[src/rtl/mtp_pkg.sv]
package mtp_pkg;

  // system clock rate
  localparam int unsigned CLK_HZ         = 100_000_000;

  // derived reference clock, at most 50 MHz
  localparam int unsigned REFO_MAX_HZ    = 50_000_000;
  localparam int unsigned REFO_HALF_CYC  =
    (CLK_HZ + 2 * REFO_MAX_HZ - 1) / (2 * REFO_MAX_HZ);

  // management clock, at most 1.67 MHz (rounded up half period)
  localparam int unsigned MDC_MAX_HZ     = 1_670_000;
  localparam int unsigned MDC_HALF_CYC   =
    (CLK_HZ + 2 * MDC_MAX_HZ - 1) / (2 * MDC_MAX_HZ);

  // dce clock generation: reference rising edges per half period
  localparam int unsigned DCE_HALF_FAST  = 1;
  localparam int unsigned DCE_HALF_SLOW  = 10;

  // rmii 10 Mbps: reference periods per dibit
  localparam int unsigned RMII_SLOW_REP  = 10;

  // frame framing
  localparam logic [7:0]  PREAMBLE_BYTE  = 8'h55;
  localparam logic [7:0]  SFD_BYTE       = 8'hd5;
  localparam logic [2:0]  PREAMBLE_LEN   = 3'h7;
  localparam int unsigned IPG_BYTES      = 12;
  localparam logic [1:0]  MII_UNIT_LAST  = 2'h1;
  localparam logic [1:0]  RMII_UNIT_LAST = 2'h3;
  localparam logic [5:0]  MII_GAP_LAST   = 6'(IPG_BYTES * 2 - 1);
  localparam logic [5:0]  RMII_GAP_LAST  = 6'(IPG_BYTES * 4 - 1);

  // pin synchroniser slots
  localparam int unsigned PIN_ROLE       = 0;
  localparam int unsigned PIN_IFACE      = 1;
  localparam int unsigned PIN_SPEED      = 2;
  localparam int unsigned PIN_REFCLK     = 3;
  localparam int unsigned PIN_TXCLK      = 4;
  localparam int unsigned PIN_MDIO       = 5;
  localparam int unsigned PIN_COUNT      = 6;

  // management frame layout, sent msb first
  localparam logic [31:0] MD_PREAMBLE    = 32'hffff_ffff;
  localparam logic [1:0]  MD_START       = 2'h1;
  localparam logic [1:0]  MD_OP_WRITE    = 2'h1;
  localparam logic [1:0]  MD_OP_READ     = 2'h2;
  localparam logic [1:0]  MD_TA_WRITE    = 2'h2;
  localparam logic [1:0]  MD_TA_READ     = 2'h0;
  localparam logic [5:0]  MD_LAST_BIT    = 6'h3f;
  localparam logic [5:0]  MD_DRIVE_BITS  = 6'h2e;
  localparam logic [5:0]  MD_DATA_FIRST  = 6'h30;

  typedef struct packed {
    logic        write;
    logic [4:0]  phy_addr;
    logic [4:0]  reg_addr;
    logic [15:0] wdata;
  } mtp_mgmt_cmd_type;

  typedef enum logic [1:0] {
    TX_IDLE = 2'b00,
    TX_PRE  = 2'b01,
    TX_DATA = 2'b10,
    TX_GAP  = 2'b11
  } mtp_tx_state_type;

endpackage
[src/rtl/mtp_mac_tx.sv]
`timescale 1ns/1ns
module mtp_mac_tx
(
  input  wire logic                      clock,
  input  wire logic                      rst_n,
  input  wire logic                      clock_role_select,
  input  wire logic                      reduced_iface_select,
  input  wire logic                      speed_100_select,
  input  wire logic                      ref_clock_in,
  input  wire logic                      tx_clock_in,
  input  wire logic [7:0]                tx_data,
  input  wire logic                      tx_valid,
  input  wire logic                      tx_last,
  output logic                           tx_ack,
  output logic [3:0]                     txd,
  output logic                           tx_en,
  output logic                           tx_clock_out,
  output logic                           tx_clock_oe,
  output logic                           rx_clock_out,
  output logic                           rx_clock_oe,
  output logic                           derived_ref_clock_out,
  input  wire logic                      mgmt_start,
  input  wire mtp_pkg::mtp_mgmt_cmd_type mgmt_cmd,
  output logic                           mgmt_busy,
  output logic                           mgmt_done,
  output logic [15:0]                    mgmt_rdata,
  output logic                           mdc,
  input  wire logic                      mdio_in,
  output logic                           mdio_out,
  output logic                           mdio_oe
);
  import mtp_pkg::*;

  logic [PIN_COUNT-1:0] pins;
  logic [PIN_COUNT-1:0] s1_r;
  logic [PIN_COUNT-1:0] s2_r;
  logic [PIN_COUNT-1:0] s3_r;
  logic [PIN_COUNT-1:0] filt_r;
  logic [PIN_COUNT-1:0] filt_nxt;

  logic                 dce_mode;
  logic                 rmii;
  logic                 fast;
  logic                 ref_rise;
  logic                 txclk_rise;

  logic [3:0]           dce_cnt_r, dce_cnt_nxt;
  logic                 dce_clk_r, dce_clk_nxt;
  logic                 dce_oe_r,  dce_oe_nxt;
  logic                 dce_rise;
  logic [3:0]           dce_half;

  logic                 refo_r,    refo_nxt;
  logic [3:0]           refo_cnt_r, refo_cnt_nxt;

  logic [3:0]           rep_r,     rep_nxt;
  logic                 base_tick;
  logic                 tick;

  mtp_tx_state_type     st_r,      st_nxt;
  logic [7:0]           sh_r,      sh_nxt;
  logic [1:0]           sub_r,     sub_nxt;
  logic [2:0]           pcnt_r,    pcnt_nxt;
  logic [5:0]           gap_r,     gap_nxt;
  logic                 last_r,    last_nxt;
  logic [3:0]           txd_r,     txd_nxt;
  logic                 en_r,      en_nxt;
  logic                 ack_r,     ack_nxt;
  logic [1:0]           unit_last;
  logic [5:0]           gap_last;

  assign pins = {mdio_in, tx_clock_in, ref_clock_in, speed_100_select,
                 reduced_iface_select, clock_role_select};

  // pin synchronisers, a level counts once stages two and three agree
  genvar gi;
  generate
    for (gi = 0; gi < PIN_COUNT; gi++)
    begin : g_sync
      assign filt_nxt[gi] = (s2_r[gi] == s3_r[gi]) ? s3_r[gi] : filt_r[gi];
    end
  endgenerate

  always_ff @(posedge clock or negedge rst_n)
  begin
    if (!rst_n)
    begin
      s1_r   <= '0;
      s2_r   <= '0;
      s3_r   <= '0;
      filt_r <= '0;
    end
    else
    begin
      s1_r   <= pins;
      s2_r   <= s1_r;
      s3_r   <= s2_r;
      filt_r <= filt_nxt;
    end
  end

  // strap decode
  always_comb
  begin
    rmii       = filt_r[PIN_IFACE];
    dce_mode   = filt_r[PIN_ROLE] && !rmii;
    fast       = filt_r[PIN_SPEED];
    ref_rise   = filt_nxt[PIN_REFCLK] && !filt_r[PIN_REFCLK];
    txclk_rise = filt_nxt[PIN_TXCLK] && !filt_r[PIN_TXCLK];
    dce_half   = fast ? 4'(DCE_HALF_FAST) : 4'(DCE_HALF_SLOW);
    dce_rise   = dce_mode && ref_rise && !dce_clk_r &&
                 (dce_cnt_r == dce_half - 4'h1);
  end

  // dce clock generation from reference edges, plus derived ref clock
  always_comb
  begin
    dce_cnt_nxt  = dce_cnt_r;
    dce_clk_nxt  = dce_clk_r;
    dce_oe_nxt   = dce_mode;
    if (!dce_mode)
    begin
      dce_cnt_nxt = 4'h0;
      dce_clk_nxt = 1'b0;
    end
    else if (ref_rise)
    begin
      if (dce_cnt_r >= dce_half - 4'h1)
      begin
        dce_cnt_nxt = 4'h0;
        dce_clk_nxt = ~dce_clk_r;
      end
      else
        dce_cnt_nxt = dce_cnt_r + 4'h1;
    end
    if (refo_cnt_r == 4'(REFO_HALF_CYC - 1))
    begin
      refo_cnt_nxt = 4'h0;
      refo_nxt     = ~refo_r;
    end
    else
    begin
      refo_cnt_nxt = refo_cnt_r + 4'h1;
      refo_nxt     = refo_r;
    end
  end

  always_ff @(posedge clock or negedge rst_n)
  begin
    if (!rst_n)
    begin
      dce_cnt_r  <= 4'h0;
      dce_clk_r  <= 1'b0;
      dce_oe_r   <= 1'b0;
      refo_cnt_r <= 4'h0;
      refo_r     <= 1'b0;
    end
    else
    begin
      dce_cnt_r  <= dce_cnt_nxt;
      dce_clk_r  <= dce_clk_nxt;
      dce_oe_r   <= dce_oe_nxt;
      refo_cnt_r <= refo_cnt_nxt;
      refo_r     <= refo_nxt;
    end
  end

  // transmit tick selection and rmii slow repeat
  always_comb
  begin
    if (rmii)
      base_tick = ref_rise;
    else if (dce_mode)
      base_tick = dce_rise;
    else
      base_tick = txclk_rise;
    rep_nxt = rep_r;
    if (!rmii || fast)
      rep_nxt = 4'h0;
    else if (base_tick)
      rep_nxt = (rep_r == 4'(RMII_SLOW_REP - 1)) ? 4'h0 : rep_r + 4'h1;
    tick = base_tick && (rep_r == 4'h0);
  end

  // frame sequencer: preamble, sfd, user bytes, interframe gap
  always_comb
  begin
    unit_last = rmii ? RMII_UNIT_LAST : MII_UNIT_LAST;
    gap_last  = rmii ? RMII_GAP_LAST : MII_GAP_LAST;
    st_nxt    = st_r;
    sh_nxt    = sh_r;
    sub_nxt   = sub_r;
    pcnt_nxt  = pcnt_r;
    gap_nxt   = gap_r;
    last_nxt  = last_r;
    txd_nxt   = txd_r;
    en_nxt    = en_r;
    ack_nxt   = 1'b0;
    unique case (st_r)
      TX_IDLE:
      begin
        if (tx_valid)
        begin
          st_nxt   = TX_PRE;
          sh_nxt   = PREAMBLE_BYTE;
          sub_nxt  = 2'h0;
          pcnt_nxt = 3'h0;
        end
      end
      TX_GAP:
      begin
        if (tick)
        begin
          en_nxt  = 1'b0;
          txd_nxt = 4'h0;
          gap_nxt = gap_r + 6'h1;
          if (gap_r == gap_last)
            st_nxt = TX_IDLE;
        end
      end
      TX_PRE, TX_DATA:
      begin
        if (tick)
        begin
          en_nxt = 1'b1;
          if (rmii)
          begin
            txd_nxt = {2'b00, sh_r[1:0]};
            sh_nxt  = {2'b00, sh_r[7:2]};
          end
          else
          begin
            txd_nxt = sh_r[3:0];
            sh_nxt  = {4'h0, sh_r[7:4]};
          end
          sub_nxt = sub_r + 2'h1;
          if (sub_r == unit_last)
          begin
            sub_nxt = 2'h0;
            if (st_r == TX_PRE && pcnt_r < PREAMBLE_LEN)
            begin
              pcnt_nxt = pcnt_r + 3'h1;
              sh_nxt   = (pcnt_r == PREAMBLE_LEN - 3'h1) ?
                         SFD_BYTE : PREAMBLE_BYTE;
            end
            else if ((st_r == TX_DATA && last_r) || !tx_valid)
            begin
              st_nxt  = TX_GAP;
              gap_nxt = 6'h0;
            end
            else
            begin
              st_nxt   = TX_DATA;
              sh_nxt   = tx_data;
              last_nxt = tx_last;
              ack_nxt  = 1'b1;
            end
          end
        end
      end
    endcase
  end

  always_ff @(posedge clock or negedge rst_n)
  begin
    if (!rst_n)
    begin
      rep_r  <= 4'h0;
      st_r   <= TX_IDLE;
      sh_r   <= 8'h0;
      sub_r  <= 2'h0;
      pcnt_r <= 3'h0;
      gap_r  <= 6'h0;
      last_r <= 1'b0;
      txd_r  <= 4'h0;
      en_r   <= 1'b0;
      ack_r  <= 1'b0;
    end
    else
    begin
      rep_r  <= rep_nxt;
      st_r   <= st_nxt;
      sh_r   <= sh_nxt;
      sub_r  <= sub_nxt;
      pcnt_r <= pcnt_nxt;
      gap_r  <= gap_nxt;
      last_r <= last_nxt;
      txd_r  <= txd_nxt;
      en_r   <= en_nxt;
      ack_r  <= ack_nxt;
    end
  end

  // management port
  mtp_mgmt u_mgmt
  (
    .clock      (clock),
    .rst_n      (rst_n),
    .start      (mgmt_start),
    .cmd        (mgmt_cmd),
    .mdio_level (filt_r[PIN_MDIO]),
    .busy       (mgmt_busy),
    .done       (mgmt_done),
    .rdata      (mgmt_rdata),
    .mdc        (mdc),
    .mdio_out   (mdio_out),
    .mdio_oe    (mdio_oe)
  );

  // outputs straight from flip-flops
  assign tx_ack                = ack_r;
  assign txd                   = txd_r;
  assign tx_en                 = en_r;
  assign tx_clock_out          = dce_clk_r;
  assign rx_clock_out          = dce_clk_r;
  assign tx_clock_oe           = dce_oe_r;
  assign rx_clock_oe           = dce_oe_r;
  assign derived_ref_clock_out = refo_r;

endmodule

[src/rtl/mtp_mgmt.sv]
`timescale 1ns/1ns
module mtp_mgmt
(
  input  wire logic                      clock,
  input  wire logic                      rst_n,
  input  wire logic                      start,
  input  wire mtp_pkg::mtp_mgmt_cmd_type cmd,
  input  wire logic                      mdio_level,
  output logic                           busy,
  output logic                           done,
  output logic [15:0]                    rdata,
  output logic                           mdc,
  output logic                           mdio_out,
  output logic                           mdio_oe
);
  import mtp_pkg::*;

  logic [5:0]  div_r,   div_nxt;
  logic        mdc_r,   mdc_nxt;
  logic        pend_r,  pend_nxt;
  logic        run_r,   run_nxt;
  logic        wr_r,    wr_nxt;
  logic [5:0]  bit_r,   bit_nxt;
  logic [63:0] sh_r,    sh_nxt;
  logic        out_r,   out_nxt;
  logic        oe_r,    oe_nxt;
  logic        done_r,  done_nxt;
  logic [15:0] rd_r,    rd_nxt;
  logic        hit;

  // clock divider, bits change on falling edges, sampled on rising
  always_comb
  begin
    hit      = (div_r == 6'(MDC_HALF_CYC - 1));
    div_nxt  = hit ? 6'h0 : div_r + 6'h1;
    mdc_nxt  = hit ? ~mdc_r : mdc_r;
    pend_nxt = pend_r | start;
    run_nxt  = run_r;
    wr_nxt   = wr_r;
    bit_nxt  = bit_r;
    sh_nxt   = sh_r;
    out_nxt  = out_r;
    oe_nxt   = oe_r;
    done_nxt = 1'b0;
    rd_nxt   = rd_r;
    if (hit && mdc_r)
    begin
      if (run_r)
      begin
        if (bit_r == MD_LAST_BIT)
        begin
          run_nxt  = 1'b0;
          oe_nxt   = 1'b0;
          out_nxt  = 1'b1;
          done_nxt = 1'b1;
        end
        else
        begin
          bit_nxt = bit_r + 6'h1;
          out_nxt = sh_r[63];
          sh_nxt  = {sh_r[62:0], 1'b0};
          oe_nxt  = wr_r || (bit_r + 6'h1 < MD_DRIVE_BITS);
        end
      end
      else if (pend_r)
      begin
        // any of 32 phys, any of 32 registers, read or write
        sh_nxt   = {MD_PREAMBLE, MD_START,
                    cmd.write ? MD_OP_WRITE : MD_OP_READ,
                    cmd.phy_addr, cmd.reg_addr,
                    cmd.write ? MD_TA_WRITE : MD_TA_READ,
                    cmd.wdata} << 1;
        out_nxt  = MD_PREAMBLE[31];
        oe_nxt   = 1'b1;
        wr_nxt   = cmd.write;
        bit_nxt  = 6'h0;
        run_nxt  = 1'b1;
        pend_nxt = 1'b0;
      end
    end
    // read data is sampled on the rising edge
    if (hit && !mdc_r && run_r && !wr_r && bit_r >= MD_DATA_FIRST)
      rd_nxt = {rd_r[14:0], mdio_level};
  end

  always_ff @(posedge clock or negedge rst_n)
  begin
    if (!rst_n)
    begin
      div_r  <= 6'h0;
      mdc_r  <= 1'b0;
      pend_r <= 1'b0;
      run_r  <= 1'b0;
      wr_r   <= 1'b0;
      bit_r  <= 6'h0;
      sh_r   <= 64'h0;
      out_r  <= 1'b1;
      oe_r   <= 1'b0;
      done_r <= 1'b0;
      rd_r   <= 16'h0;
    end
    else
    begin
      div_r  <= div_nxt;
      mdc_r  <= mdc_nxt;
      pend_r <= pend_nxt;
      run_r  <= run_nxt;
      wr_r   <= wr_nxt;
      bit_r  <= bit_nxt;
      sh_r   <= sh_nxt;
      out_r  <= out_nxt;
      oe_r   <= oe_nxt;
      done_r <= done_nxt;
      rd_r   <= rd_nxt;
    end
  end

  assign busy     = pend_r | run_r;
  assign done     = done_r;
  assign rdata    = rd_r;
  assign mdc      = mdc_r;
  assign mdio_out = out_r;
  assign mdio_oe  = oe_r;

endmodule

[config.mk]
export PLATFORM = sky130hd
export DESIGN_NAME = mtp_mac_tx
export DESIGN_NICKNAME = d
export VERILOG_FILES = /design/src/rtl/mtp_pkg.sv /design/src/rtl/mtp_mac_tx.sv /design/src/rtl/mtp_mgmt.sv
export SDC_FILE = /design/constraint.sdc
export NUM_CORES = 1
export LEC_CHECK = 0
export BUFFER_PORTS_ARGS = -buffer_cell sky130_fd_sc_hd__buf_2
export CORE_UTILIZATION = 59
export CTS_CLUSTER_DIAMETER = 100
export DETAILED_ROUTE_END_ITERATION = 8
export PLACE_DENSITY = 0.8
export SYNTH_ARGS = -nofsm -noshare
export SYNTH_HDL_FRONTEND = slang
export SYNTH_SLANG_ARGS = --single-unit
[constraint.sdc]
create_clock -name clock -period 2.35 [get_ports clock]
set_clock_uncertainty 0.1 [all_clocks]
set_input_delay 0.235 -clock clock [delete_from_list [all_inputs] [get_ports clock]]
set_output_delay 0.235 -clock clock [all_outputs]
set_load 0.05 [all_outputs]
# Word-level counts from Yosys, hierarchy flattened
# Cells that the tools add are included.
dict set report op_classes {
  n_mux 83
  eq_ne 27
  bitwise_logic 8
  add_sub_neg 9
  n_lt_le_gt_ge 4
  n_reduce_logical 42
}
# cell count
set ops {}
lappend ops {{$mux W64} 3}
lappend ops {{$mux W6} 11}
lappend ops {{$mux W8} 6}
lappend ops {{$mux W4} 11}
lappend ops {{$mux W1} 29}
lappend ops {{$mux W2} 12}
lappend ops {{$ne A2 B2 Y1 const B} 10}
lappend ops {{$add A6 B1 Y6 const B} 3}
lappend ops {{$pmux W8 S2} 1}
lappend ops {{$logic_and A1 B1 Y1} 14}
lappend ops {{$add A4 B1 Y4 const B} 3}
lappend ops {{$mux W3} 4}
lappend ops {{$pmux W6 S2} 1}
lappend ops {{$reduce_and A3 Y1} 4}
lappend ops {{$reduce_and A6 Y1} 2}
lappend ops {{$reduce_and A5 Y1} 2}
lappend ops {{$logic_not A4 Y1} 2}
lappend ops {{$pmux W4 S2} 1}
lappend ops {{$reduce_bool A2 Y1} 4}
lappend ops {{$logic_not A1 Y1} 7}
lappend ops {{$eq A1 B1 Y1} 6}
lappend ops {{$eq A6 B5 Y1 const B} 1}
lappend ops {{$eq A6 B6 Y1} 1}
lappend ops {{$eq A6 B6 Y1 const B} 1}
lappend ops {{24 further kinds} 34}
dict set report totals {
  elab_cells 207
  out_inout_bits 32
  ff_bits 166
}

# Logic depth before layout (Yosys ltp)
# Gate-level depths: netlist (run 1).
dict set report depth {
  depth_word 11
  depth_mapped 9
  ltp_nobuf 7
}

# Modules after synthesis
# Synthesis (run 1) repeated with hierarchy kept, for this count alone.
dict set report hier_totals {
  cells_unflattened 633
  area_unflattened_um2 7348.3
}
# mod seq_area_each_um2 cells_each instances area_each_um2
set by_module_without_submodules {}
lappend by_module_without_submodules {mtp_mgmt 2453.6 336 1 4137.7}
lappend by_module_without_submodules {mtp_mac_tx 1676.6 297 1 3210.6}

# Least setup slack after synthesis (run 1)
# OpenSTA, ideal clock, no wires.
dict set report synth_timing {
  kind {flip-flop to flip-flop}
  from {register dce_cnt_r[3]}
  to {register last_r}
  synth_period_minus_slack_ns 2.078
  required_ns 2.123
  n_path_buf 1
  path_slack_ns 0.272
  path_stages_with_launch 8
  arrival_time_ns 1.850
  setup_time_ns 0.127
  cell_sequence {dfrtp_1 > ha_1 > nand4bb_1 > nor4_4 > o21a_1 > buf_6 > and4_4 > mux2_1}
}
dict set report synth_between {
  elab_chain_len 6
}
# element line_no
set synth_lines {}
lappend synth_lines {{start: declaration} mtp_mac_tx.sv:47} ;# logic [3:0] dce_cnt_r, dce_cnt_nxt;
lappend synth_lines {{start signal: assignment} mtp_mac_tx.sv:160} ;# dce_cnt_r <= dce_cnt_nxt;
lappend synth_lines {{$eq A4 B4 Y1} mtp_mac_tx.sv:112} ;# (dce_cnt_r == dce_half - 4'h1);
lappend synth_lines {{$logic_and A1 B1 Y1} mtp_mac_tx.sv:111} ;# dce_rise = dce_mode && ref_rise && !dce_clk_r &&
lappend synth_lines {{$mux W1} mtp_mac_tx.sv:173} ;# else if (dce_mode)
lappend synth_lines {{$mux W1} mtp_mac_tx.sv:171} ;# if (rmii)
lappend synth_lines {{$logic_and A1 B1 Y1} mtp_mac_tx.sv:182} ;# tick = base_tick && (rep_r == 4'h0);
lappend synth_lines {{$reduce_and A5 Y1 (no source line)} --}
lappend synth_lines {{end signal: assignment} mtp_mac_tx.sv:287} ;# last_r <= last_nxt;
lappend synth_lines {{end: declaration} mtp_mac_tx.sv:65} ;# logic last_r, last_nxt;
# Every way passes these cells.
# A chain may end at the register's enable or synchronous reset.

# Worst setup path in the final report (run 1)
dict set report layout_timing {
  from {register st_r[1]}
  to {register pcnt_r[1]}
}
dict set report layout_between {
  elab_chain_len 4
}
# element line_no
set layout_lines {}
lappend layout_lines {{start: declaration} mtp_mac_tx.sv:60} ;# mtp_tx_state_type st_r, st_nxt;
lappend layout_lines {{start signal: assignment} mtp_mac_tx.sv:282} ;# st_r <= st_nxt;
lappend layout_lines {{$eq A2 B1 Y1 / $eq A2 B2 Y1 (equally long branches)} {mtp_mac_tx.sv:199, mtp_mac_tx.sv:240}}
lappend layout_lines {{$reduce_or A2 Y1 / $logic_and A1 B1 Y1 (equally long branches)} {mtp_mac_tx.sv:199, mtp_mac_tx.sv:240}}
lappend layout_lines {{$ne A2 B2 Y1 (no source line) / $reduce_bool A2 Y1 (equally long branches)} --}
lappend layout_lines {{$reduce_and A5 Y1 (no source line)} --}
lappend layout_lines {{end signal: assignment} mtp_mac_tx.sv:285} ;# pcnt_r <= pcnt_nxt;
lappend layout_lines {{end: declaration} mtp_mac_tx.sv:63} ;# logic [2:0] pcnt_r, pcnt_nxt;
# Several ways; a longest one is shown, not always the timed one.

==> impl_metrics.env, run 1 <==
export IMPL_synth_common_cells="164 x dfrtp_1, 95 x nand2_1, 93 x o21ai_0"
export IMPL_antenna_found_initial=0
export IMPL_chipHeight_um=115
export IMPL_netlist_top_cell_by_area="dfrtp_1"
export IMPL_cp_end_kind="flop"
export IMPL_p_leak_nw=4.19
export IMPL_diodes=0
export IMPL_die_area_sq_mm=0.0132
export IMPL_hold_path_class="input pin to flop"
export IMPL_tightest_slew_ns=0.535
export IMPL_rows=40
export IMPL_grt_start_max_net_pins=75
export IMPL_start_kind="flop"
export IMPL_clock_fmax_ghz=0.446
export IMPL_initial_core_util_pct=61.4
export IMPL_drt_iter0_markers=488
export IMPL_p_clk_share_pct=37.4
export IMPL_ys_ff_latch=165
export IMPL_synth_cells=712
export IMPL_design_area_sq_mm=0.00897
export IMPL_synth_fp_nets=776
export IMPL_run_status="finished clean"
export IMPL_first_pass_iters=5
export IMPL_dp_hpwl_mm=10.3
export IMPL_gp_congestion=0.903
export IMPL_synth_area_sq_mm=0.00750
export IMPL_drt_wl_total_mm=16.1
export IMPL_finalSetupViolCount=0
export IMPL_grt_pass1_vias=5916
export IMPL_clk_latency_ns=0.42
export IMPL_syn_to_final_growth_pct=19.6
export IMPL_vias_per_cell=5.81
export IMPL_power_frac_seq_pct=42.7
export IMPL_num_vias=5792
export IMPL_crit_type="flop to flop"
export IMPL_drc=0
export IMPL_cts_root_buf="clkbuf_16"
export IMPL_critical_path_arrival_ns=2.47
export IMPL_cp_max_fo=9
export IMPL_whs_ns=0.00848
export IMPL_intPower_w=0.00524
export IMPL_synth_main_ff_cell="dfrtp_1"
export IMPL_synthArstFlopShare_pct=100
export IMPL_stdcell_count=997
export IMPL_ys_types=72
export IMPL_fin_util_pct=73.5
export IMPL_htree_num_levels=4
export IMPL_maxCapViolCount=0
export IMPL_swShare_pct=30.4
export IMPL_drive_gt1_share_pct=20.7
export IMPL_placed_cell_area_sq_mm=0.00813
export IMPL_cts_buffers=17
export IMPL_synth_warnings=0
export IMPL_grt_pass1_wl_mm=27.4
export IMPL_synth_area_top_cells="dfrtp_1 55%, o21ai_0 6.2%, nand2_1 4.8%, mux2i_1 4.3%, ha_1 3.0%"
export IMPL_cellPowerDensity_mw_per_mm2=838
export IMPL_clock_sinks=165
export IMPL_synth_avg_cell_area_sq_um=10.5
export IMPL_routedWlPerCell_um=16.1
export IMPL_overflow=0
export IMPL_cts_tree="yes"
export IMPL_switchingPower_w=0.00228
export IMPL_hold_viol=0
export IMPL_dp_cells=945
export IMPL_fin_crit_ns=2.24
export IMPL_yosysMostFrequentCell="dfrtp_1"
export IMPL_period_share_pct=95.4
export IMPL_synth_edf_count=0
export IMPL_core_area_sq_mm=0.0122
export IMPL_comb_power_share_pct=19.9
export IMPL_ant_nets=0
export IMPL_die_x_um=115
export IMPL_port_buffers=77
export IMPL_required_ns=2.58
export IMPL_clk_pin_slew_ns=0.06
export IMPL_final_max_slew_viol_count=0
export IMPL_boundaryPins=78
export IMPL_relSlewSlack_pct=64.0
export IMPL_clock_path_buffers=2
export IMPL_nNetsFinal=880
export IMPL_ys_seq_area_share_pct=55.1
export IMPL_grt_use_total_pct=26.7
export IMPL_synth_top_cell_area_share_pct=54.7
export IMPL_peakVddDrop_mv=0.647
## what timing repair did
action | in CTS | in global routing
setup endpoints to repair | 35 | 33
buffers inserted | 0 | 1
hold buffers | 19 | 0
resized for setup | 3 | 7
pin swaps | 0 | 1
hold endpoints to repair | 65 | 0
## worst max-delay path, cell delays in order, from the launching register on
cell and delay [ns]:
dfrtp_1 0.43, inv_1 0.09, ha_1 0.46, nor2_1 0.17
nor2_4 0.19, o211ai_4 0.17, nor3_2 0.27, mux2i_1 0.27
## final cells by class
class,instances,area (sq um)
Clock buffer,23,488
Clock inverter,9,119
Fill cell,876,3240
Inverter,20,75.1
Multi-Input combinational cell,490,3140
Sequential cell,165,4130
Tap cell,168,210
Timing Repair Buffer,122,810
## layer usage
| metal | track usage [%] | vias to the layer above | routed length [um] |
|---|---|---|---|
| met3 | 6.54 | 46 | 720 |
| met2 | 44.3 | 161 | 8010 |
| li1 | - | 2727 | - |
| met4 | 11.2 | 0 | 395 |
| met5 | 0 | - | 0 |
| met1 | 34.0 | 2858 | 6970 |
## registers in the layout, indices dropped and copies added, names as in the netlist, 4 cells and up
register	flops
dce_cnt_r	4
filt_r	6
gap_r	6
refo_cnt_r	4
rep_r	4
s1_r	6
s2_r	6
s3_r	6
sh_r	8
txd	4
u_mgmt.bit_r	6
u_mgmt.div_r	6
u_mgmt.rdata	16
u_mgmt.sh_r	63
## power groups by stage
stage	sequential (W)	combinational [W]	clock [W]
detailed placement	0.00326	0.00141	0
floorplan	0.00333	0.000840	0
CTS	0.00321	0.00145	0.00285
global placement	0.00324	0.00137	0
finish	0.00321	0.00150	0.00281
global route	0.00324	0.00163	0.00297
## cell families (layout without fill, tap and decap cells)
logic type               Yosys count  count (layout)  share of synthesized area, %
multiplexers                      51              51                          7.12
flip-flops                       165             165                          55.1
XOR/XNOR                           8               8                         0.934
AO/OA/AOI/OAI                    175             175                          14.6
buffers and inverters             57             174                          3.57
AND/OR/NAND/NOR                  232             232                          14.9
adder cells (fa/ha/maj)           24              24                          3.80
## cells in the final DEF, fill, tap and decap left out, types with 19 or more instances in the layout
cell           count
nand2_1           95
mux2i_1           32
dlygate4sd3_1     19
nand3_1           23
buf_4             22
nor2_1            52
o21ai_0           93
dfrtp_1          163
buf_2             76
## stage by stage
step | TNS, ns | total power [W] | worst slack [ns]
floorplan | 0 | 0.00417 | 0.272
global placement | 0 | 0.00461 | 0.0682
detailed placement | -0.0576 | 0.00466 | -0.0476
CTS | 0 | 0.00751 | 0.0381
global route | -0.00159 | 0.00783 | -0.00159
finish | 0 | 0.00752 | 0.108
## final timing paths
kind,from,end,slack (ns),cells after the start
worst max register to register,st_r[1],pcnt_r[1],0.11,7
worst max-delay path,st_r[1],pcnt_r[1],0.11,7
max in group asynchronous,rst_n,pcnt_r[1],1.14,3
worst min-delay path,mgmt_cmd[20],u_mgmt.sh_r[23],0.008,3
worst min register to register,s1_r[2],s2_r[2],0.26,0
min in group asynchronous,rst_n,u_mgmt.rdata[2],0.22,2
Power figures use the tool's default switching activity.
==> inputs of run 2 (changes only) <==
CELL_PAD_IN_SITES_DETAIL_PLACEMENT = 0   (was not set)
CELL_PAD_IN_SITES_GLOBAL_PLACEMENT = 1   (was not set)
CORE_MARGIN = 2   (was not set)
CORE_UTILIZATION = 46   (was 59)
PLACE_DENSITY = not set   (was 0.8)
PLACE_DENSITY_LB_ADDON = 0.1   (was not set)
==> impl_metrics.env, run 2 (same netlist as run 1, synthesis figures left out) <==
export IMPL_crit_type="flop to flop"
export IMPL_antenna_found_initial=0
export IMPL_tightest_slew_ns=0.562
export IMPL_hold_path_class="input pin to flop"
export IMPL_clock_sinks=165
export IMPL_clk_pin_slew_ns=0.06
export IMPL_period_share_pct=94.6
export IMPL_rows=46
export IMPL_core_area_sq_mm=0.0159
export IMPL_diodes=0
export IMPL_finalPower_w=0.00767
export IMPL_cts_buffers=17
export IMPL_gp_congestion=0.835
export IMPL_clock_fmax_ghz=0.450
export IMPL_crit_buf_inv=0
export IMPL_placed_cell_area_sq_mm=0.00823
export IMPL_overflow=0
export IMPL_drt_wl_total_mm=15.8
export IMPL_fill_cells=1390
export IMPL_routedWlPerCell_um=15.2
export IMPL_hp_start="mgmt_cmd[19]"
export IMPL_ant_nets=0
export IMPL_r2r_end="last_r"
export IMPL_hold_viol=0
export IMPL_cellPowerDensity_mw_per_mm2=848
export IMPL_finalSetupViolCount=0
export IMPL_grt_use_met2_pct=32.1
export IMPL_hold_depth=3
export IMPL_relSlewSlack_pct=62.1
export IMPL_clock_path_buffers=2
export IMPL_layout_common_cells="163 x dfrtp_1, 95 x nand2_1, 93 x o21ai_0"
export IMPL_swShare_pct=29.1
export IMPL_clk_latency_ns=0.42
export IMPL_r2r_start="dce_cnt_r[3]"
export IMPL_cpMaxStageDelayCell="dfrtp_1"
export IMPL_cp_end_kind="flop"
export IMPL_die_area_sq_mm=0.0173
export IMPL_intPower_w=0.00543
export IMPL_dp_hpwl_mm=10.7
export IMPL_use_met1_pct=23.0
export IMPL_final_max_slew_viol_count=0
export IMPL_boundaryPins=78
export IMPL_grt_use_total_pct=18.7
export IMPL_layout_setup_ws_ns=0.127
export IMPL_grt_busiest_layer="met2"
export IMPL_drive_gt1_share_pct=20.5
export IMPL_design_area_sq_mm=0.00904
export IMPL_peakVddDrop_mv=0.477
export IMPL_final_common_cell="dfrtp_1"
export IMPL_port_buffers=77
export IMPL_grt_pass1_vias=5730
export IMPL_setup_tns_ns=0
export IMPL_cts_tree="yes"
export IMPL_critical_path_arrival_ns=2.43
export IMPL_chipHeight_um=132
export IMPL_r2r_worst_path_cells=6
export IMPL_drt_iter0_markers=340
export IMPL_p_clk_share_pct=38.6
export IMPL_multiInputGateArea_sq_mm=0.00313
export IMPL_comb_power_share_pct=19.4
export IMPL_p_leak_nw=4.21
export IMPL_grt_pass1_wl_mm=26.7
export IMPL_first_pass_iters=5
export IMPL_seq_area_sq_mm=0.00413
export IMPL_regMostFlops="u_mgmt.sh_r"
export IMPL_num_vias=5616
export IMPL_fin_crit_ns=2.22
export IMPL_grt_setup_unrepaired="no"
export IMPL_grt_start_max_net_pins=55
export IMPL_maxCapViolCount=0
export IMPL_critPathTopFamily="simple AND/OR/NAND/NOR gates"
export IMPL_start_kind="flop"
export IMPL_slowest_delay_ns=0.41
export IMPL_cp_max_fo=4
export IMPL_whs_endpoint="u_mgmt.sh_r[22]"
export IMPL_place_ws_ns=0.148
export IMPL_htree_num_levels=4
export IMPL_grt_util_met3_pct=5.05
export IMPL_nNetsFinal=879
export IMPL_cts_setup_buffers=0
export IMPL_initial_core_util_pct=47.2
export IMPL_run_status="finished clean"
export IMPL_r2r_slack_ns=0.13
export IMPL_power_frac_seq_pct=42.0
export IMPL_dp_cells=995
export IMPL_die_x_um=132
export IMPL_cp_cell_sequence="ha_1, nand4bb_1, nor4_4, o21a_1, and4_4, mux2_1"
export IMPL_stdcell_count=1044
export IMPL_vias_per_cell=5.38
export IMPL_switchingPower_w=0.00223
export IMPL_required_ns=2.56
export IMPL_syn_to_final_growth_pct=20.5
export IMPL_drc=0
export IMPL_cts_root_buf="clkbuf_16"
export IMPL_largest_reg_flops=63
run 2: cell types whose count changed in the layout (fill, tap and decap cells not counted), moves of 2 or more:
cell / previous run / this run
clkinv_2: 0 / 2
clkinvlp_4: 2 / 0
buf_12: 2 / 4
clkinv_4: 4 / 1
buf_6: 3 / 1
dlygate4sd3_1: 19 / 16
clkbuf_1: 2 / 4
bufinv_16: 2 / 4
run 2: worst max-delay path by stage:
stage | startpoint | to | slack [ns] | depth (start not counted)
4_1_cts | dce_cnt_r[0] | dce_cnt_r[1] | 0.11 | 6
6_report | dce_cnt_r[3] | last_r | 0.13 | 6
5_1_grt | u_mgmt.bit_r[0] | u_mgmt.sh_r[58] | 0.009 | 7
3_5_place_dp | dce_cnt_r[0] | last_r | 0.15 | 7
2_1_floorplan | dce_cnt_r[3] | last_r | 0.27 | 7
3_3_place_gp | dce_cnt_r[0] | last_r | 0.21 | 7
run 2: area by class of cell:
class,instances,share of cell area [%]
Clock inverter,8,1.63
Tap cell,216,2.99
Multi-Input combinational cell,491,34.6
Clock buffer,24,5.33
Timing Repair Buffer,120,8.90
Inverter,20,0.830
Sequential cell,165,45.7
run 2: metrics by stage:
stage	hold WS [ns]	utilization, %
floorplan	-0.161	-
global placement	0.113	51.8
global route	0.00916	56.9
CTS	0.00266	56.7
detailed placement	0.124	51.8
finish	0.0169	56.9
run 2: what timing repair did:
action	in CTS	in global routing
endpoints found under the setup margin	0	9
resized for setup	0	3
endpoints found under the hold margin	64	1
hold buffers	15	1
run 2: routing by layer:
layer,vias to the layer above,wire length [um],part of all wire [%]
met5,-,0,0
met4,0,174,1.1
met3,16,593,3.7
met2,133,7960,50
met1,2738,7100,45
li1,2729,-,-
run 2: power by group through the flow:
| stage | clock network, W | logic [W] | registers, W |
|---|---|---|---|
| floorplan | 0 | 0.000840 | 0.00333 |
| global placement | 0 | 0.00141 | 0.00326 |
| detailed placement | 0 | 0.00144 | 0.00326 |
| CTS | 0.00303 | 0.00147 | 0.00321 |
| global route | 0.00318 | 0.00162 | 0.00324 |
| finish | 0.00296 | 0.00149 | 0.00322 |
run 2: worst min-delay path: stages:
cell and delay, ns:
buf_2 0.08, mux2i_1 0.05, o21ai_0 0.13
